## config.mk

```make
export PLATFORM = sky130hd
export DESIGN_NAME = sdwr_ctl_flat
export DESIGN_NICKNAME = d
export VERILOG_FILES = /design/src/sdwr_pkg.sv /design/src/sdwr_if.sv /design/src/sdwr_ctl.sv /design/src/flat_wrapper.sv
export SDC_FILE = /design/constraint.sdc
export NUM_CORES = 1
export LEC_CHECK = 0
export ABC_AREA = 1
export BUFFER_PORTS_ARGS = -buffer_cell sky130_fd_sc_hd__buf_2
export CORE_ASPECT_RATIO = 1.1
export CORE_MARGIN = 2
export CORE_UTILIZATION = 60
export DETAILED_ROUTE_END_ITERATION = 7
export PLACE_DENSITY_LB_ADDON = 0.15
export SYNTH_ARGS = -nofsm -noshare
export SYNTH_HDL_FRONTEND = slang
export SYNTH_SLANG_ARGS = --single-unit
```

## constraint.sdc

```tcl
create_clock -name clk -period 3.53 [get_ports clk]
set_clock_uncertainty 0.1 [all_clocks]
set_input_delay 0.5295 -clock clk [delete_from_list [all_inputs] [get_ports clk]]
set_output_delay 0.5295 -clock clk [all_outputs]
set_load 0.005 [all_outputs]
```

## src/sdwr_pkg.sv

```systemverilog
// Purpose: Shared constants, command codes and helpers for the write/refresh link
// Assumes: 100 MHz clock; two data beats carried per clock on a double-width data bus
// Notes: All timing cycle counts except TMRD_CYC derive from times in picoseconds
package sdwr_pkg;

	localparam int CLK_PS = 10000;
	localparam int TRP_PS = 15000;
	localparam int TRCD_PS = 15000;
	localparam int TWR_PS = 15000;
	localparam int WRITE_TO_READ_DELAY_PS = 7500;
	localparam int REFRESH_CYCLE_TIME_PS = 110000;
	localparam int REFRESH_INTERVAL_AVG_PS = 7800000;

	// Least times round up, the average interval rounds down
	localparam int TRP_CYC = (TRP_PS + CLK_PS - 1) / CLK_PS;
	localparam int TRCD_CYC = (TRCD_PS + CLK_PS - 1) / CLK_PS;
	localparam int TWR_CYC = (TWR_PS + CLK_PS - 1) / CLK_PS;
	localparam int WRITE_TO_READ_DELAY_CYC = (WRITE_TO_READ_DELAY_PS + CLK_PS - 1) / CLK_PS;
	localparam int REFRESH_CYCLE_TIME_CYC = (REFRESH_CYCLE_TIME_PS + CLK_PS - 1) / CLK_PS;
	localparam int REFRESH_INTERVAL_AVG_CYC = REFRESH_INTERVAL_AVG_PS / CLK_PS;
	localparam int TMRD_CYC = 4;

	localparam int AL_DEF = 0;
	localparam int CWL_DEF = 5;
	localparam int DW_DEF = 8;
	localparam int ADDR_W = 16;
	localparam int COL_W = 10;
	localparam int BANKS = 8;
	localparam int BURST_SEL_BIT = 12;
	localparam int PRE_ALL_BIT = 10;
	localparam int MAX_POSTPONE = 8;
	localparam int MAX_PULL_IN = 8;
	localparam int BL8_CLKS = 4;
	localparam int BC4_CLKS = 2;
	localparam int CHOP_RECOV_CLKS = 4;

	// Command pins {cs_n, ras_n, cas_n, we_n}
	typedef logic [3:0] sdwr_cmd_t;
	localparam sdwr_cmd_t CMD_MRS = 4'h0;
	localparam sdwr_cmd_t CMD_REF = 4'h1;
	localparam sdwr_cmd_t CMD_PRE = 4'h2;
	localparam sdwr_cmd_t CMD_ACT = 4'h3;
	localparam sdwr_cmd_t CMD_WR = 4'h4;
	localparam sdwr_cmd_t CMD_NOP = 4'h7;

	localparam logic [1:0] BURST_BL8 = 2'h0;
	localparam logic [1:0] BURST_OTF = 2'h1;
	localparam logic [1:0] BURST_BC4 = 2'h2;

	function automatic logic sdwr_is_chop(input logic [1:0] mode, input logic sel);
		sdwr_is_chop = (mode == BURST_BC4) || ((mode == BURST_OTF) && !sel);
	endfunction

	function automatic logic [7:0] sdwr_pairs(input logic chop);
		sdwr_pairs = chop ? 8'(BC4_CLKS) : 8'(BL8_CLKS);
	endfunction

endpackage

```

## src/sdwr_if.sv

```systemverilog
// Purpose: Command, address and write data pins between controller and memory
// Assumes: Both ends share clk; data flows controller to memory only
// Notes: No two-way pins are modelled, reads are outside this block
`timescale 1ns/1ps
interface sdwr_if #(parameter int DW = sdwr_pkg::DW_DEF);
	logic cs_n;
	logic ras_n;
	logic cas_n;
	logic we_n;
	logic [2:0] ba;
	logic [sdwr_pkg::ADDR_W-1:0] addr;
	logic [2*DW-1:0] dq;

	modport ctl (output cs_n, output ras_n, output cas_n, output we_n, output ba, output addr, output dq);
	modport dev (input cs_n, input ras_n, input cas_n, input we_n, input ba, input addr, input dq);
endinterface

```

## src/sdwr_ctl.sv

```systemverilog
// Purpose: Controller end: issues activate, write, precharge, refresh and mode commands
// Assumes: One bank open at a time; one write per activation
// Notes: Refresh debt is tracked as a signed count, negative when pulled in
`timescale 1ns/1ps
module sdwr_ctl #(
	parameter int AL = sdwr_pkg::AL_DEF,
	parameter int CAS_WRITE_LATENCY = sdwr_pkg::CWL_DEF,
	parameter int DW = sdwr_pkg::DW_DEF
) (
	input wire logic clk,
	input wire logic rstn,
	sdwr_if.ctl link,
	input wire logic wr_valid,
	output logic wr_ready,
	input wire logic [2:0] wr_bank,
	input wire logic [sdwr_pkg::ADDR_W-1:0] wr_row,
	input wire logic [sdwr_pkg::COL_W-1:0] wr_col,
	input wire logic wr_chop,
	input wire logic [8*DW-1:0] wr_data,
	input wire logic mode_load,
	input wire logic [1:0] mode_burst,
	input wire logic pull_in_en,
	output logic signed [4:0] ref_owed,
	output logic rd_allowed,
	output logic busy
);
	localparam int WL = AL + CAS_WRITE_LATENCY;
	localparam int AW = sdwr_pkg::ADDR_W;

	typedef enum logic [2:0] {
		S_IDLE = 3'h0,
		S_MRS_WAIT = 3'h1,
		S_ACT_WAIT = 3'h2,
		S_WDATA = 3'h3,
		S_RP_WAIT = 3'h4,
		S_RFC_WAIT = 3'h5
	} sdwr_state_e;

	sdwr_state_e state_reg, state_next;
	logic [7:0] cnt_reg, cnt_next;
	logic [15:0] refi_reg, refi_next;
	logic signed [4:0] owed_reg, owed_next;
	logic pend_reg, pend_next;
	logic [1:0] want_reg, want_next;
	logic [1:0] mode_reg, mode_next;
	logic [2:0] rbank_reg, rbank_next;
	logic [sdwr_pkg::COL_W-1:0] rcol_reg, rcol_next;
	logic rchop_reg, rchop_next;
	logic [8*DW-1:0] rdata_reg, rdata_next;
	logic [7:0] pairs_reg, pairs_next;
	logic [7:0] span_reg, span_next;
	logic [7:0] wtr_reg, wtr_next;
	logic [15:0] calm_reg, calm_next;
	sdwr_pkg::sdwr_cmd_t cmd_reg, cmd_next;
	logic [2:0] ba_reg, ba_next;
	logic [AW-1:0] addr_reg, addr_next;
	logic [2*DW-1:0] dq_reg, dq_next;
	logic tick;
	logic ref_want;
	logic ref_pull;
	logic [7:0] pidx;

	assign tick = (refi_reg == 16'(sdwr_pkg::REFRESH_INTERVAL_AVG_CYC - 1));
	// Postpone only while writes wait, and never past the limit
	assign ref_want = (owed_reg > 5'sd0) &&
		(!wr_valid || owed_reg >= $signed(5'(sdwr_pkg::MAX_POSTPONE)));
	// Pull-in waits two intervals after a late refresh, so a drained debt and a
	// full pull-in never fall into one window
	assign ref_pull = pull_in_en && !wr_valid &&
		(owed_reg > -$signed(5'(sdwr_pkg::MAX_PULL_IN))) &&
		(calm_reg >= 16'(2 * sdwr_pkg::REFRESH_INTERVAL_AVG_CYC));
	assign pidx = cnt_reg - 8'(WL - 1);

	always_comb begin
		state_next = state_reg;
		cnt_next = cnt_reg + 8'h01;
		refi_next = tick ? 16'h0000 : refi_reg + 16'h0001;
		owed_next = owed_reg + (tick ? 5'sd1 : 5'sd0);
		pend_next = pend_reg;
		want_next = want_reg;
		mode_next = mode_reg;
		rbank_next = rbank_reg;
		rcol_next = rcol_reg;
		rchop_next = rchop_reg;
		rdata_next = rdata_reg;
		pairs_next = pairs_reg;
		span_next = span_reg;
		wtr_next = (wtr_reg != 8'h00) ? wtr_reg - 8'h01 : wtr_reg;
		calm_next = (calm_reg == 16'hFFFF) ? calm_reg : calm_reg + 16'h0001;
		cmd_next = sdwr_pkg::CMD_NOP;
		ba_next = ba_reg;
		addr_next = addr_reg;
		dq_next = dq_reg;
		if (mode_load) begin
			pend_next = 1'b1;
			want_next = mode_burst;
		end
		case (state_reg)
			S_IDLE: begin
				cnt_next = 8'h00;
				if (pend_reg) begin
					cmd_next = sdwr_pkg::CMD_MRS;
					ba_next = 3'h0;
					addr_next = {14'h0000, want_reg};
					mode_next = want_reg;
					pend_next = mode_load;
					state_next = S_MRS_WAIT;
				end else if (ref_want || ref_pull) begin
					// Idle means all banks closed and precharge time met
					cmd_next = sdwr_pkg::CMD_REF;
					owed_next = owed_next - 5'sd1;
					if (owed_reg > 5'sd1) begin
						calm_next = 16'h0000;
					end
					state_next = S_RFC_WAIT;
				end else if (wr_valid) begin
					cmd_next = sdwr_pkg::CMD_ACT;
					ba_next = wr_bank;
					addr_next = wr_row;
					rbank_next = wr_bank;
					rcol_next = wr_col;
					rdata_next = wr_data;
					rchop_next = (mode_reg == sdwr_pkg::BURST_BC4) ||
						((mode_reg == sdwr_pkg::BURST_OTF) && wr_chop);
					state_next = S_ACT_WAIT;
				end
			end
			S_MRS_WAIT: begin
				if (cnt_reg == 8'(sdwr_pkg::TMRD_CYC - 1)) begin
					state_next = S_IDLE;
				end
			end
			S_ACT_WAIT: begin
				if (cnt_reg == 8'(sdwr_pkg::TRCD_CYC - 1)) begin
					cmd_next = sdwr_pkg::CMD_WR;
					ba_next = rbank_reg;
					addr_next = '0;
					addr_next[sdwr_pkg::COL_W-1:0] = rcol_reg;
					addr_next[sdwr_pkg::BURST_SEL_BIT] = !rchop_reg;
					pairs_next = sdwr_pkg::sdwr_pairs(rchop_reg);
					// Per-command chop recovers from where an eight-beat burst ends
					span_next = (rchop_reg && mode_reg == sdwr_pkg::BURST_BC4) ?
						8'(sdwr_pkg::BC4_CLKS) : 8'(sdwr_pkg::CHOP_RECOV_CLKS);
					wtr_next = 8'(WL + sdwr_pkg::WRITE_TO_READ_DELAY_CYC) + sdwr_pkg::sdwr_pairs(rchop_reg);
					cnt_next = 8'h00;
					state_next = S_WDATA;
				end
			end
			S_WDATA: begin
				// Pair p must sit on the pins for the edge WL + p after the command
				if (cnt_reg >= 8'(WL - 1) && pidx < pairs_reg) begin
					dq_next = rdata_reg[pidx[1:0]*(2*DW) +: 2*DW];
				end
				// One write per activation keeps writes far more than four clocks apart
				if (cnt_reg == 8'(WL + sdwr_pkg::TWR_CYC - 1) + span_reg) begin
					cmd_next = sdwr_pkg::CMD_PRE;
					ba_next = rbank_reg;
					addr_next = '0;
					cnt_next = 8'h00;
					state_next = S_RP_WAIT;
				end
			end
			S_RP_WAIT: begin
				if (cnt_reg == 8'(sdwr_pkg::TRP_CYC - 1)) begin
					state_next = S_IDLE;
				end
			end
			S_RFC_WAIT: begin
				if (cnt_reg == 8'(sdwr_pkg::REFRESH_CYCLE_TIME_CYC - 1)) begin
					state_next = S_IDLE;
				end
			end
			default: begin
				state_next = S_IDLE;
			end
		endcase
	end

	always_ff @(posedge clk or negedge rstn) begin
		if (!rstn) begin
			state_reg <= S_IDLE;
			cnt_reg <= 8'h00;
			refi_reg <= 16'h0000;
			owed_reg <= 5'sd0;
			pend_reg <= 1'b0;
			want_reg <= sdwr_pkg::BURST_BL8;
			mode_reg <= sdwr_pkg::BURST_BL8;
			rbank_reg <= 3'h0;
			rcol_reg <= '0;
			rchop_reg <= 1'b0;
			rdata_reg <= '0;
			pairs_reg <= 8'h00;
			span_reg <= 8'h00;
			wtr_reg <= 8'h00;
			calm_reg <= 16'h0000;
			cmd_reg <= sdwr_pkg::CMD_NOP;
			ba_reg <= 3'h0;
			addr_reg <= '0;
			dq_reg <= '0;
		end else begin
			state_reg <= state_next;
			cnt_reg <= cnt_next;
			refi_reg <= refi_next;
			owed_reg <= owed_next;
			pend_reg <= pend_next;
			want_reg <= want_next;
			mode_reg <= mode_next;
			rbank_reg <= rbank_next;
			rcol_reg <= rcol_next;
			rchop_reg <= rchop_next;
			rdata_reg <= rdata_next;
			pairs_reg <= pairs_next;
			span_reg <= span_next;
			wtr_reg <= wtr_next;
			calm_reg <= calm_next;
			cmd_reg <= cmd_next;
			ba_reg <= ba_next;
			addr_reg <= addr_next;
			dq_reg <= dq_next;
		end
	end

	assign link.cs_n = cmd_reg[3];
	assign link.ras_n = cmd_reg[2];
	assign link.cas_n = cmd_reg[1];
	assign link.we_n = cmd_reg[0];
	assign link.ba = ba_reg;
	assign link.addr = addr_reg;
	assign link.dq = dq_reg;
	// Ready waits out a pending mode load and an overdue refresh
	assign wr_ready = (state_reg == S_IDLE) && !pend_reg && !ref_want;
	assign ref_owed = owed_reg;
	assign rd_allowed = (wtr_reg == 8'h00);
	assign busy = (state_reg != S_IDLE);
endmodule

```

## src/flat_wrapper.sv

```systemverilog
// flat-port wrapper written by rule: the top's interface ports become plain ports
module sdwr_ctl_flat 
#(
	parameter int AL = sdwr_pkg::AL_DEF,
	parameter int CAS_WRITE_LATENCY = sdwr_pkg::CWL_DEF,
	parameter int DW = sdwr_pkg::DW_DEF
)
  (clk, rstn, wr_valid, wr_ready, wr_bank, wr_row, wr_col, wr_chop, wr_data, mode_load, mode_burst, pull_in_en, ref_owed, rd_allowed, busy, link_cs_n, link_ras_n, link_cas_n, link_we_n, link_ba, link_addr, link_dq);
  sdwr_if #(.DW(DW)) link_i ();
  input wire logic clk;
  input wire logic rstn;
  input wire logic wr_valid;
  output logic wr_ready;
  input wire logic [2:0] wr_bank;
  input wire logic [sdwr_pkg::ADDR_W-1:0] wr_row;
  input wire logic [sdwr_pkg::COL_W-1:0] wr_col;
  input wire logic wr_chop;
  input wire logic [8*DW-1:0] wr_data;
  input wire logic mode_load;
  input wire logic [1:0] mode_burst;
  input wire logic pull_in_en;
  output logic signed [4:0] ref_owed;
  output logic rd_allowed;
  output logic busy;
  output wire logic [$bits(link_i.cs_n)-1:0] link_cs_n;
  output wire logic [$bits(link_i.ras_n)-1:0] link_ras_n;
  output wire logic [$bits(link_i.cas_n)-1:0] link_cas_n;
  output wire logic [$bits(link_i.we_n)-1:0] link_we_n;
  output wire logic [$bits(link_i.ba)-1:0] link_ba;
  output wire logic [$bits(link_i.addr)-1:0] link_addr;
  output wire logic [$bits(link_i.dq)-1:0] link_dq;
  assign link_cs_n = link_i.cs_n;
  assign link_ras_n = link_i.ras_n;
  assign link_cas_n = link_i.cas_n;
  assign link_we_n = link_i.we_n;
  assign link_ba = link_i.ba;
  assign link_addr = link_i.addr;
  assign link_dq = link_i.dq;
  sdwr_ctl #(.AL(AL), .CAS_WRITE_LATENCY(CAS_WRITE_LATENCY), .DW(DW)) u_core (.clk(clk), .rstn(rstn), .link(link_i), .wr_valid(wr_valid), .wr_ready(wr_ready), .wr_bank(wr_bank), .wr_row(wr_row), .wr_col(wr_col), .wr_chop(wr_chop), .wr_data(wr_data), .mode_load(mode_load), .mode_burst(mode_burst), .pull_in_en(pull_in_en), .ref_owed(ref_owed), .rd_allowed(rd_allowed), .busy(busy));
endmodule
```

==> results.ini <==
[drt]
vias_per_cell = 5.23
ant_nets = 0
wire_per_inst_um = 14.2
vias = 7711
detail_route.drc_violations = 0
drt-initial-drc-count = 492
drtPass1Iterations = 7
wirelength_mm = 20.9

[setup_path]
crit_type = flip-flop to flip-flop
reg2regPathDepth = 14
endpoint_kind = flip-flop
cp_max_fo = 6
arrival_ns = 2.77
critical_path_required_ns = 3.74
critPathLaunchType = flip-flop

[die]
fp.dieW_um = 121
die_h_um = 133
start_util_pct = 60.7
fp.coreArea_sq_um = 14900
die-area_sq_um = 16000
ios = 148
row_count = 47

[yosys]
yosysTopAreaCellShare_pct = 49.4
synth_nets = 1246
syn-instance-count = 1128
synth_area_leaders = dfrtp_1 (49%), nand2_1 (13%), o21ai_0 (7.3%)
synth_top_flop_cell = dfrtp_1
yosysWarnings = 0
syn_area_sq_um = 9020
synthArstFlopShare_pct = 100
postSynthRegisterBits = 181
synth.distinct_cells = 44
yosysSeqAreaShare_pct = 50.2
syn_avg_cell_area_sq_um = 8.00
yosysTopAreaCell = dfrtp_1
synth_edf_count = 0

[power]
p_leak_uw = 0.00569
p_per_area_nw_per_um2 = 715
irDropWorstVdd_v = 0.000419

[sta]
fin_setup_tns_ns = 0
hold_viol_final = 0
fmax_ghz = 0.391
period_minus_slack_ns = 2.56
setup_viol = 0
slew_headroom_pct = 49.2
report.final.slew_viol_count = 0
worstMarginPinSlew_ns = 0.762
rsz0062_at_grt = no
post-route-period-util_pct = 72.5

[cells_and_area]
final_net_count = 1383
syn2layout_area_growth_pct = 16.7
final_cell_mix = nand2_1 (304), dfrtp_1 (178), inv_1 (165)
largest_reg_flops = 64
drive_gt1_share_pct = 17.1
antenna_cells = 0
final_common_cell = nand2_1
stdcell_count = 1474

[global_routing]
grt_use_total_pct = 27.7
grt_pass1_wl_mm = 35.5
grt_pass1_vias = 7398
grt_overflow = 0
grt_start_max_net_pins = 86
antenna_found_initial = 0

[hold_path]
min_path_type = input port to asynchronous set/reset pin

[clocking]
cts_tree = done
cts_root_buffer = clkbuf_16
clock_sinks = 181
cts-resized-gates = 0
post_cts_buffers = 0
cts.htree.levels = 4
cts.path.max_buffers = 2
insertion_delay_ns = 0.42
cts_buffers = 17
clkTransAtPathRegs_ns = 0.06
postCtsHoldBufs = 0

[job]
maxCapViolations = 0

[run_status]
status = finished, final reports clean

[placed_design]
port_buffers = 146
dpl.cell_count = 1442
globalplace.congestion = 0.915
dpl.hpwl_mm = 14.8

==> worst paths after layout <==
check                      slack (ns)                    to          startpoint
max                              0.97    u_core.ref_owed[4]  u_core.refi_reg[6]
min                              0.04     u_core.wtr_reg[6]                rstn
max reg2reg                      0.97    u_core.ref_owed[4]  u_core.refi_reg[6]
min reg2reg                      0.36    u_core.refi_reg[0]  u_core.refi_reg[0]
max in group asynchronous        2.42  u_core.rdata_reg[21]                rstn
min in group clk                 0.20  u_core.rdata_reg[14]         wr_data[14]
==> synth_stat cells (all sizes together) (2+ instances only) <==
library cell and number:
xor2 20, clkbuf 20, nand4 14, a21oi 43, nor3b 2, nand2 310, nor3 21, nor2 73
ha 17, dfrtp 178, dfstp 3, nand3 44, buf 20, clkinv 2, xnor2 6, o22ai 2
inv 171, nand3b 2, o21ai 163, or2 3, nor4 6
==> cells by family (layout without fill, tap and decap cells) <==
group	Yosys count	count (layout)	share of synthesized area, %
simple gates	475	475	22.8
other cells	1	1	0.0416
fa+ha+maj	17	17	2.36
mux	1	1	0.111
flops	181	181	50.2
compound gates	214	214	12.0
xor+xnor	26	26	2.52
buf+inv	213	363	9.93
==> metal layers <==
| metal | GRT usage, % | wire length, um | vias to the layer above |
|---|---|---|---|
| li1 | - | - | 3833 |
| met1 | 38.7 | 9580 | 3627 |
| met2 | 44.6 | 9910 | 223 |
| met3 | 4.57 | 1070 | 28 |
| met4 | 8.46 | 343 | 0 |
| met5 | 0 | 0 | - |
==> through the flow <==
| step | hold WS [ns] | util, % | total power, uW | worst slack (ns) | cell area (sq um) |
|---|---|---|---|---|---|
| 5_1_grt | 0.109 | 70.8 | 8130 | 0.700 | 10500 |
| 4_1_cts | 0.0811 | 70.8 | 7580 | 0.981 | 10500 |
| 2_1_floorplan | 0.134 | - | 4770 | 1.25 | 9020 |
| 3_3_place_gp | 0.345 | 66.4 | 5400 | 1.08 | 9880 |
| 6_report | 0.0418 | 70.8 | 7530 | 0.972 | 10500 |
| 3_5_place_dp | 0.353 | 66.4 | 5480 | 1.02 | 9880 |
==> critical path: stages, from the launching register on <==
cell and delay, ns:
dfrtp_1 0.42, inv_1 0.16, nand2_1 0.07, nor4_1 0.23, nand2_1 0.12, inv_1 0.18
ha_1 0.21, ha_1 0.26, inv_1 0.07, ha_1 0.14, inv_1 0.05, nor2_1 0.14
nand4_1 0.13, nor2_1 0.11, nor2_1 0.06
==> layout make-up <==
cell class | instances | area, sq um
sequential | 181 | 4530
fill | 1211 | 4350
tap | 196 | 245
clock buffer | 20 | 447
timing repair buffer | 158 | 852
inverter | 173 | 653
clock inverter | 12 | 203
multi-input combinational | 734 | 3590
==> where the power goes <==
| part | internal [uW] | switching (uW) | total (uW) |
|---|---|---|---|
| Combinational | 839 | 1570 | 2410 |
| Clock | 1280 | 789 | 2070 |
| Sequential | 2740 | 315 | 3060 |
Note: power is estimated with default switching activity, not from simulation.
